**src/hw/overlay_pkg.sv**
```systemverilog
package overlay_pkg;

  // ****************************************
  // register indices, byte address is four times the index
  // ****************************************
  localparam logic [7:0] IDX_BPP_SEL = 8'h70;
  localparam logic [7:0] IDX_EFFECTS = 8'h71;
  localparam logic [7:0] IDX_START_LOW = 8'h7c;
  localparam logic [7:0] IDX_START_MID = 8'h7d;
  localparam logic [7:0] IDX_START_TOP = 8'h7e;
  localparam logic [7:0] IDX_OFFSET_LOW = 8'h80;
  localparam logic [7:0] IDX_OFFSET_HIGH = 8'h81;
  localparam logic [7:0] IDX_HSTART_LOW = 8'h84;
  localparam logic [7:0] IDX_HSTART_HIGH = 8'h85;
  localparam logic [7:0] IDX_VEND_HIGH = 8'h91;
  localparam logic [7:0] IDX_STATUS = 8'h92;

  // ****************************************
  // field positions and reset values
  // ****************************************
  localparam int EFFECTS_ENABLE_BIT = 4;
  localparam int STATUS_PENDING_BIT = 0;
  localparam logic [7:0] REG_RESET = 8'h00;
  localparam logic [1:0] RESP_OKAY = 2'b00;
  localparam logic [1:0] RESP_SLVERR = 2'b10;

  // ****************************************
  // rotation and colour depth codes
  // ****************************************
  localparam logic [1:0] ROT_0 = 2'b00;
  localparam logic [1:0] ROT_90 = 2'b01;
  localparam logic [1:0] ROT_180 = 2'b10;
  localparam logic [1:0] ROT_270 = 2'b11;
  localparam logic [2:0] BPP_1 = 3'h0;
  localparam logic [2:0] BPP_16 = 3'h4;
  localparam logic [2:0] SHIFT_AT_1BPP = 3'h5;

  typedef enum logic [1:0] {
    COMMIT_IDLE = 2'b00,
    COMMIT_ARMED = 2'b01
  } commit_state_type;

  typedef struct packed {
    logic [7:0] start_low;
    logic [7:0] start_mid;
    logic start_top;
    logic [7:0] offset_low;
    logic [1:0] offset_high;
    logic [7:0] hstart_low;
    logic [1:0] hstart_high;
    logic [1:0] vend_high;
    logic enable;
    logic [1:0] rotation;
    logic [2:0] bpp;
  } soft_regs_type;

  typedef struct packed {
    logic enable;
    logic [16:0] start_addr;
    logic [9:0] line_offset;
    logic [1:0] rotation;
    logic [9:0] hstart;
    logic [14:0] hstart_pixels;
    logic hstart_in_lines;
  } overlay_cfg_type;

endpackage

```
**src/hw/overlay_hstart_scale.sv**
```systemverilog
`timescale 1ns/10ps
`default_nettype none
module overlay_hstart_scale (
  input wire logic [9:0] hstart,
  input wire logic [1:0] rotation,
  input wire logic [2:0] bpp,
  output logic [14:0] pixels,
  output logic in_lines
);

  logic [2:0] shift;

  always_comb begin
    shift = overlay_pkg::SHIFT_AT_1BPP - bpp;
    pixels = 15'h0000;
    in_lines = 1'b0;
    if (rotation[0]) begin
      // 90 and 270: the field walks the rotated axis, one line per unit
      in_lines = 1'b1;
      pixels = {5'h00, hstart};
    end else if (bpp <= overlay_pkg::BPP_16) begin
      // reserved depth codes give no offset rather than a wild one
      pixels = 15'({5'h00, hstart} << shift);
    end
  end

endmodule
`default_nettype wire

```
**src/hw/overlay_window_regs.sv**
```systemverilog
`timescale 1ns/10ps
`default_nettype none
module overlay_window_regs (
  input wire logic aclk,
  input wire logic aresetn,
  input wire logic awvalid,
  output logic awready,
  input wire logic [9:0] awaddr,
  input wire logic wvalid,
  output logic wready,
  input wire logic [31:0] wdata,
  input wire logic [3:0] wstrb,
  output logic bvalid,
  input wire logic bready,
  output logic [1:0] bresp,
  input wire logic arvalid,
  output logic arready,
  input wire logic [9:0] araddr,
  output logic rvalid,
  input wire logic rready,
  output logic [31:0] rdata,
  output logic [1:0] rresp,
  input wire logic vert_nondisplay,
  output overlay_pkg::overlay_cfg_type overlay_cfg
);

  function automatic logic [9:0] byte_addr(input logic [7:0] idx);
    return {idx, 2'b00};
  endfunction

  // ****************************************
  // bus channel state
  // ****************************************
  logic aw_held_r, aw_held_nxt, w_held_r, w_held_nxt;
  logic [9:0] aw_addr_r, aw_addr_nxt;
  logic [7:0] w_byte_r, w_byte_nxt;
  logic w_lane_r, w_lane_nxt;
  logic bvalid_r, bvalid_nxt, rvalid_r, rvalid_nxt;
  logic [1:0] bresp_r, bresp_nxt, rresp_r, rresp_nxt;
  logic [31:0] rdata_r, rdata_nxt;
  overlay_pkg::soft_regs_type regs_r, regs_nxt;
  logic [9:0] hstart_live_r, hstart_live_nxt;
  logic vend_written;
  logic [7:0] rd_byte;
  logic rd_hit;
  overlay_pkg::commit_state_type commit_r, commit_nxt;

  assign awready = !aw_held_r && !bvalid_r;
  assign wready = !w_held_r && !bvalid_r;
  assign arready = !rvalid_r;
  assign bvalid = bvalid_r;
  assign bresp = bresp_r;
  assign rvalid = rvalid_r;
  assign rdata = rdata_r;
  assign rresp = rresp_r;

  always_comb begin
    aw_held_nxt = aw_held_r;
    w_held_nxt = w_held_r;
    aw_addr_nxt = aw_addr_r;
    w_byte_nxt = w_byte_r;
    w_lane_nxt = w_lane_r;
    bvalid_nxt = bvalid_r;
    bresp_nxt = bresp_r;
    regs_nxt = regs_r;
    vend_written = 1'b0;
    if (awvalid && awready) begin
      aw_held_nxt = 1'b1;
      aw_addr_nxt = awaddr;
    end
    if (wvalid && wready) begin
      w_held_nxt = 1'b1;
      w_byte_nxt = wdata[7:0];
      w_lane_nxt = wstrb[0];
    end
    if (bvalid_r && bready) begin
      bvalid_nxt = 1'b0;
    end
    if (aw_held_r && w_held_r) begin
      aw_held_nxt = 1'b0;
      w_held_nxt = 1'b0;
      bvalid_nxt = 1'b1;
      bresp_nxt = overlay_pkg::RESP_OKAY;
      // only lane 0 carries data; unused bits of narrow fields are dropped
      if (aw_addr_r[9:2] == overlay_pkg::IDX_BPP_SEL) begin
        if (w_lane_r) regs_nxt.bpp = w_byte_r[2:0];
      end else if (aw_addr_r[9:2] == overlay_pkg::IDX_EFFECTS) begin
        if (w_lane_r) begin
          regs_nxt.enable = w_byte_r[overlay_pkg::EFFECTS_ENABLE_BIT];
          regs_nxt.rotation = w_byte_r[1:0];
        end
      end else if (aw_addr_r[9:2] == overlay_pkg::IDX_START_LOW) begin
        if (w_lane_r) regs_nxt.start_low = w_byte_r;
      end else if (aw_addr_r[9:2] == overlay_pkg::IDX_START_MID) begin
        if (w_lane_r) regs_nxt.start_mid = w_byte_r;
      end else if (aw_addr_r[9:2] == overlay_pkg::IDX_START_TOP) begin
        if (w_lane_r) regs_nxt.start_top = w_byte_r[0];
      end else if (aw_addr_r[9:2] == overlay_pkg::IDX_OFFSET_LOW) begin
        if (w_lane_r) regs_nxt.offset_low = w_byte_r;
      end else if (aw_addr_r[9:2] == overlay_pkg::IDX_OFFSET_HIGH) begin
        if (w_lane_r) regs_nxt.offset_high = w_byte_r[1:0];
      end else if (aw_addr_r[9:2] == overlay_pkg::IDX_HSTART_LOW) begin
        if (w_lane_r) regs_nxt.hstart_low = w_byte_r;
      end else if (aw_addr_r[9:2] == overlay_pkg::IDX_HSTART_HIGH) begin
        if (w_lane_r) regs_nxt.hstart_high = w_byte_r[1:0];
      end else if (aw_addr_r[9:2] == overlay_pkg::IDX_VEND_HIGH) begin
        if (w_lane_r) regs_nxt.vend_high = w_byte_r[1:0];
        vend_written = w_lane_r;
      end else if (aw_addr_r[9:2] != overlay_pkg::IDX_STATUS) begin
        bresp_nxt = overlay_pkg::RESP_SLVERR;
      end
    end
  end

  // ****************************************
  // read decode
  // ****************************************
  always_comb begin
    rd_hit = 1'b1;
    rd_byte = overlay_pkg::REG_RESET;
    if (araddr[9:2] == overlay_pkg::IDX_BPP_SEL) begin
      rd_byte = {5'h00, regs_r.bpp};
    end else if (araddr[9:2] == overlay_pkg::IDX_EFFECTS) begin
      rd_byte = {3'h0, regs_r.enable, 2'b00, regs_r.rotation};
    end else if (araddr[9:2] == overlay_pkg::IDX_START_LOW) begin
      rd_byte = regs_r.start_low;
    end else if (araddr[9:2] == overlay_pkg::IDX_START_MID) begin
      rd_byte = regs_r.start_mid;
    end else if (araddr[9:2] == overlay_pkg::IDX_START_TOP) begin
      rd_byte = {7'h00, regs_r.start_top};
    end else if (araddr[9:2] == overlay_pkg::IDX_OFFSET_LOW) begin
      rd_byte = regs_r.offset_low;
    end else if (araddr[9:2] == overlay_pkg::IDX_OFFSET_HIGH) begin
      rd_byte = {6'h00, regs_r.offset_high};
    end else if (araddr[9:2] == overlay_pkg::IDX_HSTART_LOW) begin
      rd_byte = regs_r.hstart_low;
    end else if (araddr[9:2] == overlay_pkg::IDX_HSTART_HIGH) begin
      rd_byte = {6'h00, regs_r.hstart_high};
    end else if (araddr[9:2] == overlay_pkg::IDX_VEND_HIGH) begin
      rd_byte = {6'h00, regs_r.vend_high};
    end else if (araddr[9:2] == overlay_pkg::IDX_STATUS) begin
      rd_byte = {7'h00, commit_r == overlay_pkg::COMMIT_ARMED};
    end else begin
      rd_hit = 1'b0;
    end
  end

  always_comb begin
    rvalid_nxt = rvalid_r;
    rdata_nxt = rdata_r;
    rresp_nxt = rresp_r;
    if (rvalid_r && rready) begin
      rvalid_nxt = 1'b0;
    end
    if (arvalid && arready) begin
      rvalid_nxt = 1'b1;
      rdata_nxt = {24'h000000, rd_byte};
      rresp_nxt = rd_hit ? overlay_pkg::RESP_OKAY : overlay_pkg::RESP_SLVERR;
    end
  end

  // ****************************************
  // position commit at vertical blanking
  // ****************************************
  logic vnd_prev_r, vnd_rise;
  assign vnd_rise = vert_nondisplay && !vnd_prev_r;

  always_comb begin
    commit_nxt = commit_r;
    hstart_live_nxt = hstart_live_r;
    case (commit_r)
      overlay_pkg::COMMIT_IDLE: begin
        if (vend_written) commit_nxt = overlay_pkg::COMMIT_ARMED;
      end
      overlay_pkg::COMMIT_ARMED: begin
        // a blanking edge seen with a fresh last write commits and stays armed for the next edge
        if (vnd_rise) begin
          hstart_live_nxt = {regs_r.hstart_high, regs_r.hstart_low};
          commit_nxt = vend_written ? overlay_pkg::COMMIT_ARMED : overlay_pkg::COMMIT_IDLE;
        end
      end
      default: commit_nxt = overlay_pkg::COMMIT_IDLE;
    endcase
  end

  logic [14:0] hs_pixels;
  logic hs_lines;
  overlay_pkg::overlay_cfg_type cfg_r, cfg_nxt;

  overlay_hstart_scale u_scale (
    .hstart(hstart_live_r),
    .rotation(regs_r.rotation),
    .bpp(regs_r.bpp),
    .pixels(hs_pixels),
    .in_lines(hs_lines)
  );

  always_comb begin
    cfg_nxt.enable = regs_r.enable;
    cfg_nxt.rotation = regs_r.rotation;
    // double-word units pass straight to the fetch logic
    cfg_nxt.start_addr = {regs_r.start_top, regs_r.start_mid, regs_r.start_low};
    cfg_nxt.line_offset = {regs_r.offset_high, regs_r.offset_low};
    // disabled window shows no position at all
    cfg_nxt.hstart = regs_r.enable ? hstart_live_r : 10'h000;
    cfg_nxt.hstart_pixels = regs_r.enable ? hs_pixels : 15'h0000;
    cfg_nxt.hstart_in_lines = regs_r.enable && hs_lines;
  end
  assign overlay_cfg = cfg_r;

  always_ff @(posedge aclk) begin
    if (!aresetn) begin
      aw_held_r <= 1'b0;
      w_held_r <= 1'b0;
      aw_addr_r <= 10'h000;
      w_byte_r <= 8'h00;
      w_lane_r <= 1'b0;
      bvalid_r <= 1'b0;
      bresp_r <= 2'b00;
      rvalid_r <= 1'b0;
      rdata_r <= 32'h00000000;
      rresp_r <= 2'b00;
      regs_r <= '0;
      hstart_live_r <= 10'h000;
      commit_r <= overlay_pkg::COMMIT_IDLE;
      vnd_prev_r <= 1'b0;
      cfg_r <= '0;
    end else begin
      aw_held_r <= aw_held_nxt;
      w_held_r <= w_held_nxt;
      aw_addr_r <= aw_addr_nxt;
      w_byte_r <= w_byte_nxt;
      w_lane_r <= w_lane_nxt;
      bvalid_r <= bvalid_nxt;
      bresp_r <= bresp_nxt;
      rvalid_r <= rvalid_nxt;
      rdata_r <= rdata_nxt;
      rresp_r <= rresp_nxt;
      regs_r <= regs_nxt;
      hstart_live_r <= hstart_live_nxt;
      commit_r <= commit_nxt;
      vnd_prev_r <= vert_nondisplay;
      cfg_r <= cfg_nxt;
    end
  end
endmodule
`default_nettype wire

```
**config.mk**
```make
export PLATFORM = sky130hd
export DESIGN_NAME = overlay_window_regs
export DESIGN_NICKNAME = d
export VERILOG_FILES = /design/src/hw/overlay_pkg.sv /design/src/hw/overlay_hstart_scale.sv /design/src/hw/overlay_window_regs.sv
export SDC_FILE = /design/constraint.sdc
export NUM_CORES = 1
export LEC_CHECK = 0
export ABC_AREA = 0
export BUFFER_PORTS_ARGS = -buffer_cell sky130_fd_sc_hd__buf_2
export CORE_MARGIN = 2
export CORE_UTILIZATION = 40
export CTS_CLUSTER_DIAMETER = 30
export DETAILED_ROUTE_END_ITERATION = 7
export PLACE_DENSITY = 0.6
export SLEW_MARGIN = 20
export SYNTH_ARGS = -nofsm -noshare
export SYNTH_HDL_FRONTEND = slang
export SYNTH_SLANG_ARGS = --single-unit
```
**constraint.sdc**
```tcl
create_clock -name aclk -period 2.3 [get_ports aclk]
set_clock_uncertainty 0.1 [all_clocks]
set_input_delay 0.69 -clock aclk [delete_from_list [all_inputs] [get_ports aclk]]
set_output_delay 0.69 -clock aclk [all_outputs]
set_load 0.01 [all_outputs]
```
==> flow_metrics.tcl, run 1 <==
set metrics [dict create \
    status "finished clean" \
    leakage_nw 3.10 \
    cap_viol_max_count 0 \
    power_density_nw_per_um2 737 \
    reg2reg_to "cfg_nxt[42]$_SDFFE_PN0P_" \
    clk_pin_slew_ns 0.06 \
    cts_buffers 17 \
    crit_path_max_fanout 7 \
    ys_ff_latch 144 \
    syn_area_per_cell_um2 9.36 \
    synth_top_cell_area_share 0.459 \
    mappedNetlistArea_um2 6280 \
    total_power_mw 5.53 \
    start_kind "register" \
    cp_data_arrival_time_ns 1.13 \
    hp-class "register to register" \
    end_kind "primary output" \
    clkLatencyLatePin_ns 0.42 \
    dr_total_vias 4939 \
    ir_drop_mv 0.503 \
    cts_buffer_depth 2 \
    port_buffers 103 \
    rr_startpoint "aw_addr_r[7]$_SDFFE_PN0P_" \
    drtIter0Drc 329 \
    max_freq_mhz 522 \
    synth_area_leaders "dfxtp_1, mux2i_1, nand2_1, a21boi_0, nor2b_1" \
    worstRegToRegCells 5 \
    endpoint "wready" \
    dp_hpwl_mm 11.2 \
    critical_path.startpoint "w_held_r$_SDFFE_PP0P_" \
    gr-usage-all-layers 0.187 \
    area_growth_pct 19.4 \
    hold_violations 0 \
    synth_ff_type "dfxtp_1" \
    dpl_cell_area_um2 6920 \
    fin_crit_sh 0.833 \
    setup_viol 0 \
    ctsResizeCount 0 \
    async_reset_ff_frac 0 \
    synth_top_cell_by_area "dfxtp_1" \
    dieArea_um2 16700 \
    grt-ovfl-total 0 \
    synth-seq-area-share 0.459 \
    maxSlewHeadroom 0.539 \
    cts_tree "yes" \
    rows 45 \
    grt_pass1_vias 4505 \
    start_util 0.412 \
    die_h_um 129 \
    postRouteWirelength_mm 15.4 \
    layout.cells.non_filler 991 \
    slew_viol_final 0 \
    synth_edf_count 0 \
    finalSetupTns_ns 0 \
    yosys_warnings 0 \
    cts.sinks 144 \
    final_cell_area_um2 7500 \
    cts_hold_buf 0 \
    tightest_slew_ns 0.692 \
    cts-root-buf "clkbuf_16" \
    dp.cells 961 \
    crit_type "register to primary output" \
    drive_above_1_share 0.221 \
    post_synth_num_cell_types 62 \
    grt_pass1_wl_mm 23.9 \
    nets 834 \
    drt-wirelength-per-cell_um 15.5 \
    drtAntennaViolNets 0 \
    antennaDiodeCount 0 \
    drc 0 \
    htree_levels 4 \
    avgViaCountPerCell 4.98 \
    rsz0062_at_grt "no" \
    reg2reg_slack_ns 0.41 \
    io_pins 161 \
    post_cts_buffers 0 \
    min_from "bresp[1]$_SDFFE_PN0P_" \
    final.min_clock_period_ns 1.92 \
    core_um2 15300 \
    synthCells 671 \
    synth_most_common_cell "dfxtp_1" \
    die_w_um 129 \
    synth_common_cells "dfxtp_1, nand2_1, mux2i_1" \
    cp.required_ns 1.51 \
    firstDrtPassIters 4 \
    antenna_found_initial 0 \
    grt_max_degree 89 \
    place_congestion 0.889 \
]
[placed cells by master, fill, tap and decap left out, types with 4 or more instances in the layout]
master     netlist  layout
o41ai_1          4       4
nand3_1          5       5
mux2i_1         59      59
nor2_1          20      20
and2_1          36      36
and3_1          15      15
inv_1            5       5
buf_4           29      20
a211oi_1         5       5
nor3_1           8       8
a22oi_1          7       7
a32o_1           7       7
clkinv_2         0       4
mux2_2           4       4
nand2_1        109     109
nand2b_1         9       9
conb_1           1      26
nor2b_1         45      45
nand3b_1         6       6
dfxtp_1        144     144
buf_2            4     103
a21boi_0        38      38
clkbuf_16        0      17
a21oi_1          7       7
a31oi_1          7       7
o21ai_0         11      11
[cell type report]
cell class / count / area [µm²]
clock inverters: 10 / 113
repair buffers: 123 / 666
multi-input cells: 478 / 3090
inverters: 5 / 18.8
well taps: 211 / 264
fillers: 1468 / 7750
flip-flops and latches: 144 / 2880
clock buffers: 20 / 467
[cells by family after synthesis]
logic type               after synthesis  share of synthesized area
multiplexers                          63                      0.101
buffers and inverters                 74                     0.0637
other                                  1                   0.000597
adder cells (fa/ha/maj)                1                    0.00199
AO/OA/AOI/OAI                        104                      0.123
flip-flops                           144                      0.459
AND/OR/NAND/NOR                      284                      0.251
[state kept, by name, summed over array words and instances (netlist names), 8 cells and up]
register,cells
aw_addr_r,8
cfg_nxt,30
hstart_live_r,10
overlay_cfg,56
rdata,8
regs_r,15
w_byte_r,8
[worst min-delay path by stage]
| stage | to | slack [ns] | cells after the start |
|---|---|---|---|
| 2_1_floorplan | overlay_cfg[48]$_SDFF_PN0_ | 0.34 | 1 |
| 3_3_place_gp | bresp[1]$_SDFFE_PN0P_ | 0.35 | 2 |
| 3_5_place_dp | bresp[1]$_SDFFE_PN0P_ | 0.36 | 2 |
| 4_1_cts | bresp[1]$_SDFFE_PN0P_ | 0.37 | 2 |
| 5_1_grt | bresp[1]$_SDFFE_PN0P_ | 0.40 | 2 |
| 6_report | bresp[1]$_SDFFE_PN0P_ | 0.38 | 2 |
[power by group]
part | internal [mW] | switching, mW | total (mW)
registers | 2.53 | 0.0532 | 2.58
clock network | 1.66 | 1.02 | 2.69
logic | 0.107 | 0.159 | 0.266
[worst max-delay path, cell delays in order (launching register included)]
cell,delay [ns]
dfxtp_1,0.36
nor2_1,0.19
buf_2,0.17
[stage by stage]
step / hold slack [ns] / worst slack, ns / utilization
after floorplan: 0.344 / 0.320 / -
after global placement: 0.354 / 0.0727 / 0.454
after detailed placement: 0.357 / 0.0348 / 0.454
after CTS: 0.373 / 0.379 / 0.492
after global routing: 0.399 / 0.227 / 0.492
final: 0.376 / 0.384 / 0.492
[per-layer routing]
layer / vias to the layer above / track usage / routed length, µm
met3: 26 / 0.0413 / 934
met4: 0 / 0.0684 / 251
met2: 151 / 0.293 / 7030
met1: 2307 / 0.254 / 7180
met5: - / 0 / 0
li1: 2455 / - / -
(Power assumes the default switching activity.)
==> run 2: changes to the inputs <==
--- a/config.mk
+++ b/config.mk
@@ -5,13 +5,13 @@
 export SDC_FILE = /design/constraint.sdc
 export NUM_CORES = 1
 export LEC_CHECK = 0
-export ABC_AREA = 0
+export ABC_AREA = 1
 export BUFFER_PORTS_ARGS = -buffer_cell sky130_fd_sc_hd__buf_2
 export CORE_MARGIN = 2
 export CORE_UTILIZATION = 40
 export CTS_CLUSTER_DIAMETER = 30
 export DETAILED_ROUTE_END_ITERATION = 7
-export PLACE_DENSITY = 0.6
+export PLACE_DENSITY = 0.61
 export SLEW_MARGIN = 20
 export SYNTH_ARGS = -nofsm -noshare
 export SYNTH_HDL_FRONTEND = slang
==> constraint.sdc (replaced) <==
create_clock -name aclk -period 1.9 [get_ports aclk]
set_clock_uncertainty 0.1 [all_clocks]
set_input_delay 0.57 -clock aclk [delete_from_list [all_inputs] [get_ports aclk]]
set_output_delay 0.57 -clock aclk [all_outputs]
set_load 0.01 [all_outputs]
==> flow_metrics.tcl, run 2 <==
set metrics [dict create \
    power.switching_mw 1.54 \
    async_reset_ff_frac 0 \
    dr_total_vias 5105 \
    start_kind "register" \
    power_frac_seq 0.452 \
    reg2reg_to "cfg_nxt[30]$_SDFFE_PN0P_" \
    critPathSlowestCell "dfxtp_1" \
    synth_edf_count 0 \
    area_growth_pct 24.3 \
    drtAntennaViolNets 0 \
    rows 43 \
    cts_buffer_depth 2 \
    timing.critical_path.buf_inv 3 \
    grt_max_degree 65 \
    antennaDiodeCount 0 \
    dieArea_um2 15400 \
    grt_pass1_vias 4719 \
    dp_slack_ns -0.0949 \
    port_buffers 103 \
    synth_top_cell_by_area "dfxtp_1" \
    drt-wirelength-per-cell_um 13.7 \
    synth_most_common_cell "dfxtp_1" \
    htree_levels 4 \
    postRouteWirelength_mm 14.7 \
    clk_pin_slew_ns 0.06 \
    cts_hold_buf 0 \
    power_density_nw_per_um2 964 \
    nets 941 \
    min_to "vnd_prev_r$_SDFF_PN0_" \
    mappedNetlistArea_um2 5770 \
    final.min_clock_period_ns 1.73 \
    dp_hpwl_mm 11.0 \
    largest_reg_flops 56 \
    cts-root-buf "clkbuf_16" \
    cp_data_arrival_time_ns 1.94 \
    rr_startpoint "w_held_r$_SDFFE_PP0P_" \
    worstRegToRegCells 9 \
    synth.area.mux_share 0.00173 \
    ys_ff_latch 144 \
    power_frac_comb 0.051 \
    crit_top_cell "nand2_2" \
    status "finished clean" \
    crit_path_max_fanout 8 \
    grt_pass1_wl_mm 23.4 \
    crit_family "simple AND/OR/NAND/NOR gates" \
    cts.sinks 144 \
    gr-usage-all-layers 0.201 \
    final_cell_mix "dfxtp_1, nand2_1, inv_1" \
    die_w_um 124 \
    cap_viol_max_count 0 \
    fin_crit_sh 0.912 \
    synth-simple-area-share 0.178 \
    synth_xor_area_frac 0 \
    pwr-share-clk 0.497 \
    die_h_um 124 \
    drtIter0Drc 287 \
    max_freq_mhz 577 \
    avgViaCountPerCell 4.78 \
    antenna_found_initial 0 \
    reg2reg_slack_ns 0.17 \
    synth_area_leaders "dfxtp_1, nand2_1, inv_1, o21ai_0, a21oi_1" \
    drive_above_1_share 0.219 \
    yosys_warnings 0 \
    drc 0 \
    synth-seq-area-share 0.500 \
    p_sw_frac 0.222 \
    setup_viol 0 \
    synth_ff_type "dfxtp_1" \
    grtUsageMet2 0.324 \
    hp-class "input pin to register" \
    busiest_layer "met2" \
    use_met3 0.0522 \
    start_util 0.412 \
    cts_buffers 17 \
    critPathMaxStageDelay_ns 0.35 \
    worstPathCellList "nand2_1, inv_2, nand2_2, clkinv_2, nand2_2, or3_1, buf_4, o21ai_0, a21oi_1" \
    place_congestion 0.862 \
    cts_tree "yes" \
    end_kind "register" \
    synth_top_cell_area_share 0.500 \
    grt-ovfl-total 0 \
    core_um2 14000 \
    ir_drop_mv 0.704 \
    syn_area_per_cell_um2 7.70 \
    firstDrtPassIters 5 \
    met1_usage 0.252 \
    fin_ws_ns 0.167 \
    io_pins 161 \
    synth-compound-area-share 0.183 \
    finalSetupTns_ns 0 \
    synth_fa_ha_area_frac 0.00217 \
    hold_violations 0 \
    min_from "vert_nondisplay" \
    synth_top_family_by_area "compound AO/OA/AOI/OAI gates" \
    final_common_cell "dfxtp_1" \
    synth_common_cells "dfxtp_1, nand2_1, inv_1" \
    synthCells 749 \
    cp.required_ns 2.11 \
    clkLatencyLatePin_ns 0.43 \
    slew_viol_final 0 \
    intPower_mw 5.37 \
    rsz0062_at_grt "no" \
    min_path_cells 3 \
    leakage_nw 3.37 \
    crit_type "register to register" \
    post_synth_num_cell_types 42 \
]
## run 2: area by class of cell
class | instances | area, µm²
clock buffers | 21 | 480
clock inverters | 9 | 133
fillers | 1438 | 6820
inverters | 122 | 459
multi-input cells | 456 | 2210
flip-flops and latches | 144 | 2880
well taps | 180 | 225
repair buffers | 135 | 781
## run 2: worst max path at each step
stage	to	depth (start not counted)	slack [ns]	from
global placement	rdata[2]$_SDFFE_PN0P_	6	-0.05	araddr[9]
detailed placement	rdata[2]$_SDFFE_PN0P_	6	-0.09	araddr[9]
global route	cfg_nxt[43]$_SDFFE_PN0P_	11	0.02	aw_addr_r[5]$_SDFFE_PN0P_
floorplan	rdata[4]$_SDFFE_PN0P_	8	0.19	araddr[8]
finish	cfg_nxt[30]$_SDFFE_PN0P_	9	0.17	w_held_r$_SDFFE_PP0P_
CTS	regs_r[12]$_SDFFE_PN0P_	10	0.15	w_held_r$_SDFFE_PP0P_
## run 2: through the flow
step	instances	area (µm²)	util	hold WS, ns	power [mW]
floorplan	774	5860	-	0.307	3.44
global placement	1036	6530	0.467	0.318	3.54
detailed placement	1036	6530	0.467	0.319	3.54
CTS	1066	7140	0.511	0.228	6.97
global route	1067	7170	0.513	0.257	7.17
finish	1067	7170	0.513	0.241	6.91
## run 2: power by group through the flow
| stage | logic, mW | clock network, mW | registers, mW |
|---|---|---|---|
| final | 0.351 | 3.43 | 3.13 |
| after global placement | 0.346 | 0 | 3.19 |
| after global routing | 0.403 | 3.64 | 3.13 |
| after CTS | 0.351 | 3.49 | 3.13 |
| after detailed placement | 0.350 | 0 | 3.19 |
| after floorplan | 0.262 | 0 | 3.18 |
## run 2: what timing repair did
item / in CTS / in global routing
endpoints found under the setup margin: 0 / 7
buffers inserted: 0 / 1
gates resized for setup: 0 / 2
## run 2: metal layers
metal / up-vias / part of all wire
li1: 2632 / -
met1: 2280 / 0.44
met2: 162 / 0.47
met3: 31 / 0.060
met4: 0 / 0.027
met5: - / 0
## run 2: cell families after synthesis
| group | after synthesis |
|---|---|
| buffers and inverters | 174 |
| adder cells (fa/ha/maj) | 1 |
| multiplexers | 1 |
| flip-flops | 144 |
| AO/OA/AOI/OAI | 191 |
| other | 1 |
| AND/OR/NAND/NOR | 237 |
## run 2: worst reg2reg max path, cell delays in order (launching register included)
cell and delay [ns]:
dfxtp_1 0.35, nand2_1 0.11, inv_2 0.08, nand2_2 0.08
clkinv_2 0.06, nand2_2 0.07, or3_1 0.35, buf_4 0.18
o21ai_0 0.16, a21oi_1 0.06
==> run 3: changes to the inputs <==
--- a/config.mk
+++ b/config.mk
@@ -6,13 +6,14 @@
 export NUM_CORES = 1
 export LEC_CHECK = 0
 export ABC_AREA = 1
-export BUFFER_PORTS_ARGS = -buffer_cell sky130_fd_sc_hd__buf_2
 export CORE_MARGIN = 2
 export CORE_UTILIZATION = 40
 export CTS_CLUSTER_DIAMETER = 30
 export DETAILED_ROUTE_END_ITERATION = 7
-export PLACE_DENSITY = 0.61
+export DONT_BUFFER_PORTS = 1
+export PLACE_DENSITY = 0.51
 export SLEW_MARGIN = 20
 export SYNTH_ARGS = -nofsm -noshare
 export SYNTH_HDL_FRONTEND = slang
+export SYNTH_HIERARCHICAL = 1
 export SYNTH_SLANG_ARGS = --single-unit
==> flow_metrics.tcl, run 3 <==
set metrics [dict create \
    grt_max_degree 105 \
    grt-ovfl-total 0 \
    synth-seq-area-share 0.471 \
    postRouteWirelength_mm 15.5 \
    fin_crit_sh 0.952 \
    cp_data_arrival_time_ns 2.07 \
    drive_above_1_share 0.130 \
    drc 0 \
    hp-class "input pin to register" \
    antennaDiodeCount 0 \
    die_w_um 128 \
    total_power_mw 6.80 \
    rows 45 \
    drtAntennaViolNets 0 \
    critPathMaxStageDelay_ns 0.32 \
    end_kind "register" \
    synth_most_common_cell "nand2_1" \
    clk_pin_slew_ns 0.06 \
    use_met3 0.0593 \
    crit_type "register to register" \
    synthCells 828 \
    post_synth_num_cell_types 39 \
    crit_cells 10 \
    maxSlewHeadroom 0.658 \
    start_kind "register" \
    crit_path_max_fanout 8 \
    htree_levels 4 \
    dr_total_vias 5150 \
    synth_edf_count 0 \
    avgViaCountPerCell 4.90 \
    grt_pass1_vias 4814 \
    io_pins 161 \
    final.min_clock_period_ns 1.81 \
    firstDrtPassIters 5 \
    mappedNetlistArea_um2 6120 \
    nets 916 \
    critPathSlowestCell "dfxtp_1" \
    antenna_found_initial 0 \
    dieArea_um2 16300 \
    grtUsageMet2 0.302 \
    async_reset_ff_frac 0 \
    cts_buffers 17 \
    cts-root-buf "clkbuf_16" \
    core_um2 15100 \
    ir_drop_mv 0.602 \
    cts_tree "yes" \
    crit_family "simple AND/OR/NAND/NOR gates" \
    leakage_nw 3.06 \
    setup_viol 0 \
    grt_pass1_wl_mm 24.6 \
    hold_violations 0 \
    status "finished clean" \
    tightest_slew_ns 0.513 \
    worstPathCellList "nand4_1, inv_2, nand2_4, nand2_4, nor2_8, nand2_4, nor3b_4, buf_12, o21ai_0, a21oi_1" \
    syn_area_per_cell_um2 7.39 \
    slew_viol_final 0 \
    ys_ff_latch 144 \
    drt-wirelength-per-cell_um 14.7 \
    cts_buffer_depth 2 \
    max_freq_mhz 553 \
    cap_viol_max_count 0 \
    met1_usage 0.256 \
    place_congestion 0.882 \
    port_buffers 0 \
    largest_reg_flops 56 \
    timing.critical_path.buf_inv 2 \
    clkLatencyLatePin_ns 0.43 \
    gr-usage-all-layers 0.194 \
    synth_area_leaders "dfxtp_1, nand2_1, inv_1, a21oi_1, o21ai_0" \
    dp_hpwl_mm 11.4 \
    crit_top_cell "nand2_4" \
    synth_common_cells "nand2_1, dfxtp_1, inv_1" \
    synth_top_cell_by_area "dfxtp_1" \
    final_common_cell "nand2_1" \
    drtIter0Drc 285 \
    layout.cells.non_filler 1052 \
    power_density_nw_per_um2 970 \
    final_cell_mix "nand2_1, dfxtp_1, inv_1" \
    start_util 0.405 \
    fill_cells 1538 \
    min_path_cells 2 \
    busiest_layer "met2" \
    cts.sinks 144 \
    dp.cells 1013 \
    synth_top_cell_area_share 0.471 \
    worstRegToRegCells 10 \
    die_h_um 128 \
    area_growth_pct 14.7 \
    synth_ff_type "dfxtp_1" \
    yosys_warnings 6 \
    cp.required_ns 2.16 \
]
-- run 3: cell count changes in the layout (fill, tap and decap cells not counted), moves of 6 or more --
cell,change
inv_1,+25
a211oi_1,-9
nand2_1,+36
nand3_1,+15
buf_2,-103
o221ai_1,-9
o21ai_1,+6
a21oi_1,+15
nor2_1,-6
-- run 3: layer usage --
layer	vias up	routed length, µm
met2	166	7000
met4	0	288
met3	21	994
li1	2606	-
met1	2357	7230
met5	-	0
-- run 3: cell families after synthesis --
family | after synthesis | synth area share
simple gates | 287 | 0.212
buf+inv | 203 | 0.148
compound gates | 192 | 0.166
flops | 144 | 0.471
fa+ha+maj | 1 | 0.00205
other cells | 1 | 0.000613
-- run 3: layout make-up --
| cell class | count | area [µm²] | area share |
|---|---|---|---|
| Sequential cell | 144 | 2890 | 0.411 |
| Multi-Input combinational cell | 506 | 2450 | 0.349 |
| Inverter | 150 | 571 | 0.0813 |
| Clock buffer | 19 | 453 | 0.0646 |
| Timing Repair Buffer | 32 | 270 | 0.0385 |
| Tap cell | 188 | 235 | 0.0335 |
| Clock inverter | 13 | 151 | 0.0216 |
-- run 3: stage by stage --
step | area (µm²) | utilization | setup WS [ns] | hold slack, ns | setup TNS [ns]
2_1_floorplan | 6210 | - | 0.159 | 0.307 | 0
3_3_place_gp | 6310 | 0.418 | -0.112 | 0.318 | -0.439
3_5_place_dp | 6310 | 0.418 | -0.165 | 0.318 | -0.882
4_1_cts | 6920 | 0.458 | 0.115 | 0.124 | 0
5_1_grt | 7020 | 0.465 | -0.0233 | 0.127 | -0.0733
6_report | 7020 | 0.465 | 0.0913 | 0.146 | 0
-- run 3: path summary, 6_finish.rpt --
check	endpoint	from	slack, ns
worst min register to register	overlay_cfg[32]$_SDFF_PN0_	cfg_nxt[32]$_SDFFE_PN0P_	0.33
worst max register to register	regs_r[17]$_SDFFE_PN0P_	aw_addr_r[6]$_SDFFE_PN0P_	0.09
worst max-delay path	regs_r[17]$_SDFFE_PN0P_	aw_addr_r[6]$_SDFFE_PN0P_	0.09
worst min-delay path	vnd_prev_r$_SDFF_PN0_	vert_nondisplay	0.15
-- run 3: worst register-to-register path, delay by kind of cell, from the launching register on --
| family | cells | cell delay (ns) |
|---|---|---|
| flip-flops | 1 | 0.32 |
| AO/OA/AOI/OAI | 2 | 0.19 |
| AND/OR/NAND/NOR | 6 | 0.88 |
| buffers and inverters | 2 | 0.26 |
-- run 3: power breakdown --
| group | internal [mW] | switching (mW) | total (mW) |
|---|---|---|---|
| combinational | 0.0911 | 0.209 | 0.300 |
| sequential | 3.07 | 0.0578 | 3.13 |
| clock | 2.02 | 1.35 | 3.38 |
| total | 5.19 | 1.62 | 6.80 |
-- run 3: repair_timing --
action | in CTS | in global routing
setup buffers | 0 | 6
resized for setup | 0 | 12
endpoints found under the setup margin | 0 | 19
hold buffers | 0 | 0
